<file path="src/logic/pwr_mode_defs.vh">
`ifndef PWR_MODE_DEFS_VH
`define PWR_MODE_DEFS_VH

// register byte addresses on the bus
`define CSR_OFFSET 12'h000
`define STATUS_OFFSET 12'h004
`define ADDR_W 12

// control_status_reg layout
`define PDF_MSB 15
`define PDF_LSB 10
`define GLOBAL_IRQ_EN_BIT 0
`define CSR_RESET 32'h00000000

// status register layout
`define ST_STATE_MSB 2
`define ST_STATE_LSB 0
`define ST_X4_BIT 3
`define ST_READY_BIT 4
`define ST_ARMED_BIT 5

// power_down_field codes
`define PD_NONE 6'h00
`define PD_HALT_EN 6'h09
`define PD_HALT_ANY 6'h11
`define PD_CLK_STOP 6'h1A
`define PD_PLL_STOP 6'h1C

// timing
`define CLK_PERIOD_NS 10
`define ENTRY_DELAY_CYC 4'h8
`define LOCK_TYP_NS 75000
`define LOCK_MARGIN_PCT 150
`define LOCK_MAX_NS (`LOCK_TYP_NS * (100 + `LOCK_MARGIN_PCT) / 100)
`define LOCK_MAX_CYC (`LOCK_MAX_NS / `CLK_PERIOD_NS)
`define LOCK_CNT_W 16

`endif

</file>
<file path="src/logic/entry_delay.v">
`timescale 1ns/10ps
`default_nettype none
`include "pwr_mode_defs.vh"

module entry_delay
(
  input wire i_clock,
  input wire i_rst_n,
  input wire i_start,
  input wire i_cancel,
  output wire o_fire,
  output wire o_busy
);

  reg [3:0] cnt_q;
  reg [3:0] cnt_d;

  // a restart while counting reloads, so the last write sets the moment
  always @*
  begin
    cnt_d = cnt_q;
    if (i_cancel)
    begin
      cnt_d = 4'h0;
    end
    else if (i_start)
    begin
      cnt_d = `ENTRY_DELAY_CYC;
    end
    else if (cnt_q != 4'h0)
    begin
      cnt_d = cnt_q - 4'h1;
    end
  end

  always @(posedge i_clock or negedge i_rst_n)
  begin
    if (!i_rst_n)
    begin
      cnt_q <= 4'h0;
    end
    else
    begin
      cnt_q <= cnt_d;
    end
  end

  assign o_fire = (cnt_q == 4'h1) && !i_start && !i_cancel;
  assign o_busy = (cnt_q != 4'h0);

endmodule

`default_nettype wire

</file>
<file path="src/logic/clock_mode_power_down.v">
`timescale 1ns/10ps
`default_nettype none
`include "pwr_mode_defs.vh"

// Operation
// - cpu clock is input clock times one when strap low, times four when high
// - the two upper straps are ignored; only the lowest strap picks the factor
// - mode and wake method come from control register bits 15 to 10
// - decode codes none, halt-enabled, halt-any, clock-tree stop, pll input stop
// - cpu halt takes effect eight to nine cycles after the field write
// - non-enabled interrupt wake resumes at halt point without servicing it
// - enabled interrupt wake runs the service routine, then resumes
// - service routine only when global and non-maskable enables are both set
// - clock-tree and pll input stop end only by device reset
// - cpu halt gates cpu clocks while interrupt logic stays clocked
// - dma path keeps running during cpu halt
// - clock-tree stop halts the pll output clock, stopping the whole chip
// - both stop modes keep register and memory contents
// - functional outputs freeze at their last level when the pll clock stops
// - pll input stop halts pll feed; relock wait follows the waking reset when the strap selects times four
// - all six field bits are read/write and reset to zero
module clock_mode_power_down
#(
  parameter LOCK_CYCLES = `LOCK_MAX_CYC
)
(
  input wire i_clock,
  input wire i_rst_n,
  input wire i_psel,
  input wire i_penable,
  input wire i_pwrite,
  input wire [`ADDR_W-1:0] i_paddr,
  input wire [31:0] i_pwdata,
  output wire o_pready,
  output wire o_pslverr,
  output reg [31:0] o_prdata,
  input wire i_pll_multiply_strap,
  input wire i_upper_strap_a,
  input wire i_upper_strap_b,
  input wire i_nonmaskable_enable_bit,
  input wire i_irq_enabled,
  input wire i_irq_non_enabled,
  output reg o_clock_multiply_x4,
  output reg o_clock_ready,
  output reg o_cpu_clock_enable,
  output reg o_irq_clock_enable,
  output reg o_dma_clock_enable,
  output reg o_pll_output_enable,
  output reg o_pll_input_enable,
  output reg o_io_freeze,
  output reg o_halted,
  output reg o_wake_service_irq,
  output reg o_wake_resume
);

  localparam ST_LOCK = 3'h0;
  localparam ST_RUN = 3'h1;
  localparam ST_ARM = 3'h2;
  localparam ST_HALT = 3'h3;
  localparam ST_CLK_STOP = 3'h4;
  localparam ST_PLL_STOP = 3'h5;

  localparam [31:0] LOCK_LAST_FULL = LOCK_CYCLES - 1;
  localparam [`LOCK_CNT_W-1:0] LOCK_LAST = LOCK_LAST_FULL[`LOCK_CNT_W-1:0];

  reg rst_meta_q;
  reg rst_sync_q;
  wire rst_n;

  reg [2:0] state_q;
  reg [2:0] state_d;
  reg [5:0] power_down_field_q;
  reg [5:0] power_down_field_d;
  reg global_irq_enable_q;
  reg global_irq_enable_d;
  reg [5:0] arm_code_q;
  reg [5:0] arm_code_d;
  reg strap_taken_q;
  reg [`LOCK_CNT_W-1:0] lock_cnt_q;
  reg [`LOCK_CNT_W-1:0] lock_cnt_d;
  reg service_d;
  reg resume_d;
  reg start_delay;
  reg cancel_delay;
  reg [31:0] rdata;

  wire csr_hit;
  wire status_hit;
  wire access;
  wire refused;
  wire csr_write;
  wire [5:0] wr_field;
  wire wr_is_entry;
  wire halt_wake;
  wire delay_fire;
  wire delay_busy;

  // reset is asserted at once and released through two flops
  always @(posedge i_clock or negedge i_rst_n)
  begin
    if (!i_rst_n)
    begin
      rst_meta_q <= 1'b0;
      rst_sync_q <= 1'b0;
    end
    else
    begin
      rst_meta_q <= 1'b1;
      rst_sync_q <= rst_meta_q;
    end
  end

  assign rst_n = rst_sync_q;

  // the strap is a level caught once after release, never under reset
  always @(posedge i_clock or negedge rst_n)
  begin
    if (!rst_n)
    begin
      strap_taken_q <= 1'b0;
      o_clock_multiply_x4 <= 1'b0;
    end
    else if (!strap_taken_q)
    begin
      strap_taken_q <= 1'b1;
      o_clock_multiply_x4 <= i_pll_multiply_strap;
    end
  end

  // bus decode; zero wait states
  assign csr_hit = (i_paddr == `CSR_OFFSET);
  assign status_hit = (i_paddr == `STATUS_OFFSET);
  assign access = i_psel && i_penable;
  // a stopped chip has no clock to take a write; lock wait likewise
  assign refused = (state_q == ST_CLK_STOP) || (state_q == ST_PLL_STOP) ||
                   (state_q == ST_LOCK);
  assign csr_write = access && i_pwrite && csr_hit && !refused;
  assign wr_field = i_pwdata[`PDF_MSB:`PDF_LSB];
  assign o_pready = 1'b1;
  assign o_pslverr = access && ((!csr_hit && !status_hit) ||
                                (i_pwrite && status_hit) ||
                                (i_pwrite && csr_hit && refused));

  // only the five listed codes exist; everything else is no power-down
  assign wr_is_entry = (wr_field == `PD_HALT_EN) || (wr_field == `PD_HALT_ANY) ||
                       (wr_field == `PD_CLK_STOP) ||
                       (wr_field == `PD_PLL_STOP);

  // halt-enabled code wakes only on an enabled interrupt; halt-any on either
  assign halt_wake = i_irq_enabled ||
                     ((arm_code_q == `PD_HALT_ANY) && i_irq_non_enabled);

  entry_delay u_entry_delay
  (
    .i_clock(i_clock),
    .i_rst_n(rst_n),
    .i_start(start_delay),
    .i_cancel(cancel_delay),
    .o_fire(delay_fire),
    .o_busy(delay_busy)
  );

  always @*
  begin
    state_d = state_q;
    power_down_field_d = power_down_field_q;
    global_irq_enable_d = global_irq_enable_q;
    arm_code_d = arm_code_q;
    lock_cnt_d = lock_cnt_q;
    service_d = 1'b0;
    resume_d = 1'b0;
    start_delay = 1'b0;
    cancel_delay = 1'b0;
    case (state_q)
      ST_LOCK:
      begin
        // after every reset the multiplied clock needs relock time
        if (strap_taken_q)
        begin
          if (!o_clock_multiply_x4 || (lock_cnt_q == LOCK_LAST))
          begin
            state_d = ST_RUN;
          end
          else
          begin
            lock_cnt_d = lock_cnt_q + {{(`LOCK_CNT_W-1){1'b0}}, 1'b1};
          end
        end
      end
      ST_RUN, ST_ARM:
      begin
        if (delay_fire && (state_q == ST_ARM))
        begin
          if (arm_code_q == `PD_CLK_STOP)
          begin
            state_d = ST_CLK_STOP;
          end
          else if (arm_code_q == `PD_PLL_STOP)
          begin
            state_d = ST_PLL_STOP;
          end
          else
          begin
            state_d = ST_HALT;
          end
        end
        if (csr_write)
        begin
          // a later entry write replaces the pending request and restarts the delay; any other code cancels it
          if (wr_is_entry)
          begin
            state_d = ST_ARM;
            arm_code_d = wr_field;
            start_delay = 1'b1;
          end
          else
          begin
            state_d = ST_RUN;
            cancel_delay = 1'b1;
          end
        end
      end
      ST_HALT:
      begin
        if (halt_wake)
        begin
          state_d = ST_RUN;
          power_down_field_d = `PD_NONE;
          if (i_irq_enabled && global_irq_enable_q && i_nonmaskable_enable_bit)
          begin
            service_d = 1'b1;
          end
          else
          begin
            resume_d = 1'b1;
          end
        end
      end
      ST_CLK_STOP, ST_PLL_STOP:
      begin
        // no interrupt gets out of here; contents are left untouched
        state_d = state_q;
      end
      default:
      begin
        state_d = ST_LOCK;
      end
    endcase
    // a write in the wake cycle wins over the hardware clear
    if (csr_write)
    begin
      power_down_field_d = wr_field;
      global_irq_enable_d = i_pwdata[`GLOBAL_IRQ_EN_BIT];
    end
  end

  always @(posedge i_clock or negedge rst_n)
  begin
    if (!rst_n)
    begin
      state_q <= ST_LOCK;
      power_down_field_q <= `PD_NONE;
      global_irq_enable_q <= 1'b0;
      arm_code_q <= `PD_NONE;
      lock_cnt_q <= {`LOCK_CNT_W{1'b0}};
    end
    else
    begin
      state_q <= state_d;
      power_down_field_q <= power_down_field_d;
      global_irq_enable_q <= global_irq_enable_d;
      arm_code_q <= arm_code_d;
      lock_cnt_q <= lock_cnt_d;
    end
  end

  // clock gates and freeze follow the next state so they line up with it
  always @(posedge i_clock or negedge rst_n)
  begin
    if (!rst_n)
    begin
      o_clock_ready <= 1'b0;
      o_cpu_clock_enable <= 1'b0;
      o_irq_clock_enable <= 1'b0;
      o_dma_clock_enable <= 1'b0;
      o_pll_output_enable <= 1'b1;
      o_pll_input_enable <= 1'b1;
      o_io_freeze <= 1'b0;
      o_halted <= 1'b0;
      o_wake_service_irq <= 1'b0;
      o_wake_resume <= 1'b0;
    end
    else
    begin
      o_clock_ready <= (state_d != ST_LOCK);
      o_cpu_clock_enable <= (state_d == ST_RUN) || (state_d == ST_ARM);
      o_irq_clock_enable <= (state_d == ST_RUN) || (state_d == ST_ARM) ||
                            (state_d == ST_HALT);
      o_dma_clock_enable <= (state_d == ST_RUN) || (state_d == ST_ARM) ||
                            (state_d == ST_HALT);
      o_pll_output_enable <= (state_d != ST_CLK_STOP);
      o_pll_input_enable <= (state_d != ST_PLL_STOP);
      o_io_freeze <= (state_d == ST_CLK_STOP) || (state_d == ST_PLL_STOP);
      o_halted <= (state_d == ST_HALT);
      o_wake_service_irq <= service_d;
      o_wake_resume <= resume_d;
    end
  end

  always @*
  begin
    rdata = 32'h00000000;
    if (csr_hit)
    begin
      rdata[`PDF_MSB:`PDF_LSB] = power_down_field_q;
      rdata[`GLOBAL_IRQ_EN_BIT] = global_irq_enable_q;
    end
    else if (status_hit)
    begin
      rdata[`ST_STATE_MSB:`ST_STATE_LSB] = state_q;
      rdata[`ST_X4_BIT] = o_clock_multiply_x4;
      rdata[`ST_READY_BIT] = o_clock_ready;
      rdata[`ST_ARMED_BIT] = delay_busy;
    end
  end

  // read data is captured in the setup cycle, ready for the access cycle
  always @(posedge i_clock or negedge rst_n)
  begin
    if (!rst_n)
    begin
      o_prdata <= 32'h00000000;
    end
    else if (i_psel && !i_penable && !i_pwrite)
    begin
      o_prdata <= rdata;
    end
  end

endmodule

`default_nettype wire

</file>
<file path="config.mk">
export PLATFORM = sky130hd
export DESIGN_NAME = clock_mode_power_down
export DESIGN_NICKNAME = d
export VERILOG_FILES = /design/src/logic/entry_delay.v /design/src/logic/clock_mode_power_down.v
export VERILOG_INCLUDE_DIRS = /design/src /design/src/logic
export SDC_FILE = /design/constraint.sdc
export NUM_CORES = 1
export LEC_CHECK = 0
export BUFFER_PORTS_ARGS = -buffer_cell sky130_fd_sc_hd__buf_2
export CORE_ASPECT_RATIO = 2
export CORE_UTILIZATION = 54
export DETAILED_ROUTE_END_ITERATION = 10
export GPL_TIMING_DRIVEN = 1
export PLACE_DENSITY = 0.91
export SETUP_SLACK_MARGIN = 0.05
export SLEW_MARGIN = 10
export SYNTH_ARGS = -nofsm -noshare
export SYNTH_HDL_FRONTEND = slang
export SYNTH_SLANG_ARGS = --single-unit
</file>
<file path="constraint.sdc">
create_clock -name i_clock -period 5.5 [get_ports i_clock]
set_input_delay 0.275 -clock i_clock [delete_from_list [all_inputs] [get_ports i_clock]]
set_output_delay 0.275 -clock i_clock [all_outputs]
set_load 0.005 [all_outputs]
</file>
; After elaboration in Yosys (flattened, before gate mapping)
; Cells that the tools add are included.
[word_totals]
ff_bits = 61
in_bits = 55
output_inout_bits = 45
word_cells = 125
[classes]
n_addsub = 2
n_eq_ne = 22
muxes = 31
n_bitwise = 1
n_reduce_logical = 49
[ops]
columns = operator, count
row1 = "6-bit by 5-bit == test with 1-bit output, second input constant", 6
row2 = 6-bit two-way mux, 5
row3 = 3-bit two-way mux, 7
row4 = 1-bit logical AND, 17
row5 = "16-bit by 1-bit adder with 16-bit output, second input constant", 1
row6 = "16-bit by 15-bit == test with 1-bit output, second input constant", 1
row7 = 1-bit two-way mux, 13
row8 = "12-bit by 3-bit == test with 1-bit output, second input constant", 1
row9 = "3-bit by 2-bit == test with 1-bit output, second input constant", 4
row10 = "3-bit == test, second input constant", 4
row11 = 12-bit logical NOT, 1
row12 = 1-bit logical OR, 12
row13 = 4-bit two-way mux, 3
row14 = 3-bit one-hot mux with 4 select lines, 1
row15 = 1-bit logical NOT, 8
row16 = "3-bit by 1-bit == test with 1-bit output, second input constant", 2
row17 = "6-bit by 4-bit == test with 1-bit output, second input constant", 1
row18 = "3-bit != test, second input constant", 2
row19 = 3-bit AND reduction, 2
row20 = 3-bit nonzero test, 2
row21 = 5-bit two-way mux, 1
row22 = "4-bit by 1-bit == test with 1-bit output, second input constant", 1
row23 = 2-bit nonzero test, 2
row24 = 4-bit nonzero test, 1
row25 = other kinds (6), 7

; Longest topological paths before layout
; Gate-level depths: netlist of the first run.
[depth]
word_depth = 17
ltp_mapped = 9
depth_no_buf = 9

; Hierarchy
; Synthesis of the first run repeated with hierarchy kept, for this count alone.
[unflattened]
hier_cells = 261
area_unflattened_um2 = 2947.8
[by_module_without_submodules]
columns = module, n_inst, cells_per_inst, area_each_um2
row1 = clock_mode_power_down, 1, 236, 2717.6
row2 = entry_delay, 1, 25, 230.2

; Worst setup path before layout of the first run
; OpenSTA, ideal clock, no wires.
[synth_timing]
path_type = reg-to-reg
startpoint = reg lock_cnt_q[0]
endpoint = reg lock_cnt_q[15]
setup_time_ns = 0.123
arrival_time_ns = 2.016
t_required_ns = 5.377
setup_slack_ns = 3.361
stages_incl_launch_ff = 8
path_cell_list = dfrtp_1 -> ha_1 -> and3b_2 -> and4_4 -> nor4_4 -> and4_4 -> or3b_1 -> xnor2_1
[synth_via]
elab_chain_cells = 4
word_cells_on_any_way = 5
cone_classes = add/sub (1) / eq/ne (1) / bitwise (1) / reduce/logical (2)
[synth_lines]
columns = element, line_no
row1 = "start, declared", clock_mode_power_down.v:79  ; reg [`LOCK_CNT_W-1:0] lock_cnt_q;
row2 = "start signal, assigned", clock_mode_power_down.v:265  ; lock_cnt_q <= {`LOCK_CNT_W{1'b0}};
row3 = "start signal, assigned", clock_mode_power_down.v:273  ; lock_cnt_q <= lock_cnt_d;
row4 = "parallel branches: the longest is 4 deep, another holds 16-bit by 1-bit adder with 16-bit output", n/a
; Parallel ways; which one is timed is not known.
; A chain may end at the register's enable or synchronous reset.

; Final worst setup path of the first run
[layout_timing]
startpoint = reg state_q[0]
endpoint = reg o_clock_ready
[layout_via]
elab_chain_cells = 15
word_cells_on_any_way = 28
cone_classes = eq/ne (5) / mux (10) / reduce/logical (13)
[layout_lines]
columns = element, line_no
row1 = "start, declared", clock_mode_power_down.v:70  ; reg [2:0] state_q;
row2 = "start signal, assigned", clock_mode_power_down.v:269  ; state_q <= state_d;
row3 = 3-bit == test, "clock_mode_power_down.v:135, clock_mode_power_down.v:174"
row4 = 1-bit logical OR (2 in a row), clock_mode_power_down.v:135  ; assign refused = (state_q == ST_CLK_STOP) || (state_q == ST_PLL_STOP) ||
row5 = 1-bit logical NOT, clock_mode_power_down.v:137  ; assign csr_write = access && i_pwrite && csr_hit && !refused;
row6 = 1-bit logical AND, clock_mode_power_down.v:137
row7 = 1-bit two-way mux, clock_mode_power_down.v:207  ; if (csr_write)
row8 = 1-bit two-way mux, clock_mode_power_down.v:174  ; case (state_q)
row9 = 1-bit logical NOT, entry_delay.v:48  ; assign o_fire = (cnt_q == 4'h1) && !i_start && !i_cancel;
row10 = 1-bit logical AND (2 in a row), entry_delay.v:48
row11 = 1-bit logical AND, clock_mode_power_down.v:192  ; if (delay_fire && (state_q == ST_ARM))
row12 = 3-bit two-way mux, clock_mode_power_down.v:192
row13 = 3-bit two-way mux, clock_mode_power_down.v:207
row14 = 3-bit one-hot mux with 4 select lines *, clock_mode_power_down.v:174
row15 = net state_d[0], clock_mode_power_down.v:71  ; reg [2:0] state_d;
row16 = 3-bit nonzero test *, clock_mode_power_down.v:295  ; o_clock_ready <= (state_d != ST_LOCK);
row17 = "end signal, assigned", clock_mode_power_down.v:295
row18 = "end, declared", clock_mode_power_down.v:44  ; output reg o_clock_ready,
; The timed path passes the listed nets; every way through them passes the cells marked *.

==> out/results.tsv, run 1 <==
stage	metric	value	unit
sta	maxSlewViolCount	0	
global_route	grt_max_degree	60	
die	num_rows	37	
worst_setup_path	crit_type	reg2reg	
synthesis	synth_edf_count	0	
hold_path	hold_depth	2	
place	preCtsSetupSlack	2.85	ns
synthesis	synth-seq-cells	61	
pwr	power_frac_seq	0.513	
global_route	grt_overflow	0	
synthesis	synthArstFlopShare	1.00	
sta	finalSetupTns	0	ns
sta	min_period	2.48	ns
hold_path	hold_class	in2reg	
cells_and_area	fin_area	3340	um^2
pwr	irDropWorstVdd	0.253	mV
place	io_buffers	51	
flow_run	drv_cap	0	
die	die_area	5760	um^2
die	fp.dieH	106	um
die	io_pins	100	
worst_setup_path	startpoint_type	flop	
sta	finalCritPeriodShare	0.450	
synthesis	synth.area.top_cells	dfrtp_1 50%, buf_4 5.6%, a22o_1 4.8%, xnor2_1 3.3%, mux2_2 3.1%	
pwr	internal-power	704	uW
cts	hold_buffers	1	
sta	worstMarginPinSlew	0.724	ns
place	dpl-instance-area	3160	um^2
global_route	grtUsageTotal	0.231	
routing	drt-initial-drc-count	48	
synthesis	yosys-top-cells-count	59 x dfrtp_1, 22 x buf_4, 16 x a22o_1, 16 x nand2_1, 14 x nor2_1	
synthesis	synth.most_common_cell	dfrtp_1	
pwr	p_clk_frac	0.368	
outcome	status	completed	
cts	cts_resized	0	
routing	vias_per_cell	5.44	
cts	cts_made_buffers	9	
cells_and_area	diodes	0	
cts	postCtsSetupRepairBufs	0	
cells_and_area	final_nets	374	
cts	clk_path_buf_depth	2	
pwr	sw_frac_of_total	0.255	
synthesis	syn_inst	257	
sta	max_freq	404	MHz
routing	routedWlPerCell	15.2	um
routing	drc	0	
synthesis	ys.flop_type	dfrtp_1	
synthesis	yosysTopAreaCell	dfrtp_1	
sta	slew_headroom	0.517	
synthesis	synth.top_cell.area_share	0.503	
sta	finalSetupViolations	0	
cts	cts.clk_slew.worst_paths	0.06	ns
synthesis	synth.distinct_cells	53	
synthesis	yosysSeqAreaShare	0.521	
place	hpwl	4300	um
global_route	antenna_found_initial	0	
synthesis	ys_warn_count	0	
pwr	p_per_area	283	nW/um^2
cts	root_buffer	clkbuf_8	
worst_setup_path	critPathCaptureType	flop	
routing	num_vias	2055	
pwr	switchingPower	241	uW
synthesis	syn-cell-area	2940	um^2
routing	first_pass_iters	4	
cts	cts_tree	built	
global_route	grt_pass1_wl	9270	um
cts	cts.sinks	61	
worst_setup_path	r2r_cells	7	
die	design.core.area	5180	um^2
routing	antenna_left	0	
routing	routed_wl	5750	um
sta	finalClockSkew	0.00799	ns
worst_setup_path	worstPathRequired	5.72	ns
synthesis	synth.avg_cell_area	11.4	um^2
die	floorplan.initialDensity	0.566	
global_route	grt_pass1_vias	2137	
worst_setup_path	cp_max_fo	11	
die	fp.dieW	54.1	um
sta	rsz0062_at_grt	no	
pwr	leakagePower	1.65	nW
sta	setup_slack	3.02	ns
worst_setup_path	arrival	2.69	ns
cts	h-tree-depth	3	
sta	hold_ws	0.173	ns
sta	hold_viol	0	
pwr	combPwrFrac	0.119	
cells_and_area	nFillCells	438	
cells_and_area	syn_to_final_growth	13.7	%
cells_and_area	layout-drive-gt1-share	0.269	
place	gp_congestion	0.838	
cts	clk_latency	0.34	ns
## cells by family after synthesis
group | synth area share
compound gates | 0.109
buf+inv | 0.0775
simple gates | 0.182
flops | 0.521
mux | 0.0341
other cells | 0.00256
fa+ha+maj | 0.0170
xor+xnor | 0.0567
## path summary, 6_finish.rpt
kind | from | slack (ns) | endpoint
worst max-delay path | state_q[0] | 3.02 | o_clock_ready
worst min-delay path | i_pll_multiply_strap | 0.17 | o_clock_multiply_x4
worst max register to register | state_q[0] | 3.02 | o_clock_ready
worst min register to register | rst_meta_q | 0.35 | rst_n
max in group asynchronous | rst_n | 4.62 | o_halted
min in group asynchronous | i_rst_n | 0.24 | rst_meta_q
## through the flow
stage / power, mW / cells / util
2_1_floorplan: 0.576 / 278 / -
3_3_place_gp: 0.594 / 361 / 0.609
3_5_place_dp: 0.604 / 361 / 0.609
4_1_cts: 0.954 / 378 / 0.644
5_1_grt: 0.994 / 378 / 0.644
6_report: 0.945 / 378 / 0.644
## layer usage
metal	share of wire	vias to the layer above	GRT usage
met2	0.58	56	0.405
met1	0.35	1003	0.219
met5	0	-	0
li1	-	982	-
met4	0.029	0	0.134
met3	0.040	14	0.0701
## placed cells by master (no fill, tap or decap), types with 3 or more instances in the layout
cell type  Yosys  final
clkbuf_1       2      4
nand3_1        8      8
nand2_1       16     16
and2_1         4      4
inv_1          8      8
a21oi_1        6      6
nor2b_1        5      5
xnor2_1       11     11
o21ai_0        4      4
clkbuf_8       0     11
nor4_1         3      3
xor2_1         8      8
dfrtp_1       59     58
ha_1           4      4
nor3_1         5      5
conb_1         2     23
nor2_1        14     14
mux2_2         8      8
nand4_1        4      4
a22o_1        16     16
nand2b_1       3      3
buf_2          2     51
## sequential cells by signal (all words and copies together), names as in the netlist, 3 cells and up
| name | flops |
|---|---|
| lock_cnt_q | 16 |
| o_prdata | 12 |
| arm_code_q | 6 |
| power_down_field_q | 6 |
| u_entry_delay.cnt_q | 4 |
| state_q | 3 |
## layout make-up
class | count | area (um^2) | share of cell area
Timing Repair Buffer | 53 | 273 | 0.0817
Multi-Input combinational cell | 181 | 1260 | 0.377
Clock inverter | 1 | 5.00 | 0.00150
Sequential cell | 61 | 1530 | 0.458
Clock buffer | 15 | 166 | 0.0498
Inverter | 9 | 33.8 | 0.0101
Tap cell | 58 | 72.6 | 0.0217
## worst max-delay path: stages, from the launching register on
cell and delay (ns):
dfrtp_1 0.55, and2b_1 0.19, o2111ai_1 0.12, nor2_1 0.57
o211a_1 0.30, and2_1 0.20, inv_1 0.09, or3_1 0.32
## power groups by stage
stage	registers [mW]	clock network, mW	logic (mW)
after CTS	0.484	0.357	0.113
after global placement	0.491	0	0.103
final	0.485	0.348	0.112
after global routing	0.487	0.378	0.129
after detailed placement	0.492	0	0.112
after floorplan	0.495	0	0.0812
Power figures use the tool's default switching activity.
==> inputs of run 2 (changes only) <==
- CORE_UTILIZATION: 54 -> 50
- PLACE_DENSITY: 0.91 -> 0.86
- clock period: 5.5 -> 2.3 ns (I/O delays scaled with it)
==> run 2 against run 1 <==
  * First-iteration DRC count up 27%
  * Sequential power up 140%
  * Via count up 5.7%
  * Worst setup slack worse by 2.8 ns
  * Maximum frequency up 17%
  * Flip-flop and latch count unchanged
  * Largest power group is now clock
==> out/results.tsv, run 2 (same netlist as run 1, synthesis figures left out) <==
stage	metric	value	unit
outcome	status	completed	
sta	maxSlewViolCount	0	
place	io_buffers	51	
pwr	irDropWorstVdd	0.850	mV
sta	worstMarginPinSlew	0.632	ns
sta	min_period	2.11	ns
cts	cts.sinks	61	
cells_and_area	layout-drive-gt1-share	0.308	
worst_setup_path	r2r_cells	6	
cells_and_area	final_nets	385	
routing	first_pass_iters	4	
place	gp_congestion	0.893	
die	num_rows	39	
sta	slew_headroom	0.579	
hold_path	hold_class	in2reg	
cells_and_area	top_register	lock_cnt_q	
die	design.core.area	5660	um^2
routing	drc	0	
global_route	grt_pass1_wl	10100	um
routing	num_vias	2172	
worst_setup_path	crit_type	reg2reg	
sta	rsz0062_at_grt	no	
hold_path	hold_depth	2	
worst_setup_path	worstPathRequired	2.50	ns
worst_setup_path	startpoint_type	flop	
sta	max_freq	473	MHz
worst_setup_path	critPathCaptureType	flop	
cts	h-tree-depth	3	
routing	vias_per_cell	5.54	
pwr	leakagePower	1.78	nW
place	hpwl	4620	um
cts	cts_made_buffers	9	
die	fp.dieH	110	um
routing	routed.top_layer	met4	
pwr	p_per_area	785	nW/um^2
cells_and_area	diodes	0	
cts	clk_path_buf_depth	2	
cells_and_area	syn_to_final_growth	22.5	%
die	floorplan.initialDensity	0.519	
routing	drt-initial-drc-count	61	
cts	cts_tree	built	
cts	root_buffer	clkbuf_16	
worst_setup_path	crit_slowest_cell	dfrtp_2	
cts	cts.clk_slew.worst_paths	0.05	ns
die	fp.dieW	56.2	um
worst_setup_path	cp_max_fo	12	
cells_and_area	top_regs	lock_cnt_q: 16 flops, o_prdata: 12 flops	
routing	routed_wl	6190	um
global_route	grt_overflow	0	
routing	wl_met3	252	um
cells_and_area	nFillCells	457	
sta	finalSetupViolations	0	
global_route	grt_pass1_vias	2240	
die	die_area	6200	um^2
cts	clk_latency	0.32	ns
sta	hold_viol	0	
sta	finalCritPeriodShare	0.919	
place	dpl-instance-area	3240	um^2
cells_and_area	final_common_cell	dfrtp_1	
flow_run	drv_cap	0	
global_route	grtUsageTotal	0.220	
routing	wirelength_met1	2140	um
cells_and_area	final_cell_mix	57 x dfrtp_1, 51 x buf_2, 23 x conb_1	
worst_setup_path	cp_slowest_stage_delay	0.49	ns
cells_and_area	seq_area	1530	um^2
sta	finalClockSkew	0.00545	ns
routing	wl_met2	3600	um
global_route	grt_max_degree	33	
pwr	p_total	2.82	mW
cells_and_area	fin_area	3600	um^2
routing	routedWlPerCell	15.8	um
routing	antenna_left	0	
worst_setup_path	arrival	2.31	ns
sta	finalSetupTns	0	ns
cells_and_area	largest_register_ffs	16	
worst_setup_path	path_cells	nor4b_4, nand2_1, nor4_4, and4_4, or3b_1, xnor2_1	
global_route	antenna_found_initial	0	
die	io_pins	100	
cells_and_area	multi_input_area	1280	um^2
-- run 2: cell types whose count changed in the layout (fill, tap and decap cells not counted), moves of 2 or more --
cell	previous run	this run
bufinv_16	0	2
clkbuf_1	4	2
buf_4	1	11
clkbuf_8	11	0
clkinv_2	1	3
clkbuf_16	0	9
-- run 2: per-stage QoR --
stage	instances	utilization	worst slack (ns)	hold WS, ns
2_1_floorplan	278	-	0.161	-0.181
3_5_place_dp	373	0.573	0.102	-0.0977
4_1_cts	390	0.629	0.0790	0.0196
5_1_grt	392	0.636	0.0979	0.0315
6_report	392	0.636	0.186	0.0295
3_3_place_gp	373	0.573	0.114	-0.0977
-- run 2: final cells by class --
cell class	instances	share of cell area
clock buffer	11	0.0647
clock inverter	5	0.0209
inverter	9	0.00939
multi-input combinational	181	0.356
sequential	61	0.426
tap	61	0.0212
timing repair buffer	64	0.102
-- run 2: routing by layer --
| layer | vias up | track usage |
|---|---|---|
| li1 | 1007 | - |
| met1 | 1082 | 0.211 |
| met2 | 67 | 0.419 |
| met3 | 16 | 0.0513 |
| met4 | 0 | 0.129 |
| met5 | - | 0 |
-- run 2: path summary, 6_finish.rpt --
| path | to | from | slack (ns) |
|---|---|---|---|
| setup / recovery | lock_cnt_q[15] | state_q[1] | 0.19 |
| hold / removal | o_clock_multiply_x4 | i_pll_multiply_strap | 0.03 |
| setup reg to reg | lock_cnt_q[15] | state_q[1] | 0.19 |
| hold reg to reg | arm_code_q[0] | rst_n | 0.29 |
| max in group asynchronous | o_pll_input_enable | rst_n | 1.35 |
| min in group asynchronous | rst_meta_q | i_rst_n | 0.11 |
-- run 2: power breakdown --
group	switching [mW]	internal [mW]	total, mW
sequential	0.0515	1.12	1.17
combinational	0.147	0.122	0.269
clock	0.441	0.941	1.38
-- run 2: worst max-delay path: cells and delay by family, from the launching register on --
kind,cells,cell delay (ns)
and+or+nand+nor,5,1.37
DFF,1,0.49
xor gates and xnor gates,1,0.14
-- run 2: repair_timing --
| item | in CTS | in global routing |
|---|---|---|
| endpoints found under the setup margin | 0 | 3 |
| resized for setup | 0 | 4 |
| buffers inserted | 0 | 2 |
| hold buffers | 1 | 0 |
| hold endpoints to repair | 2 | 0 |
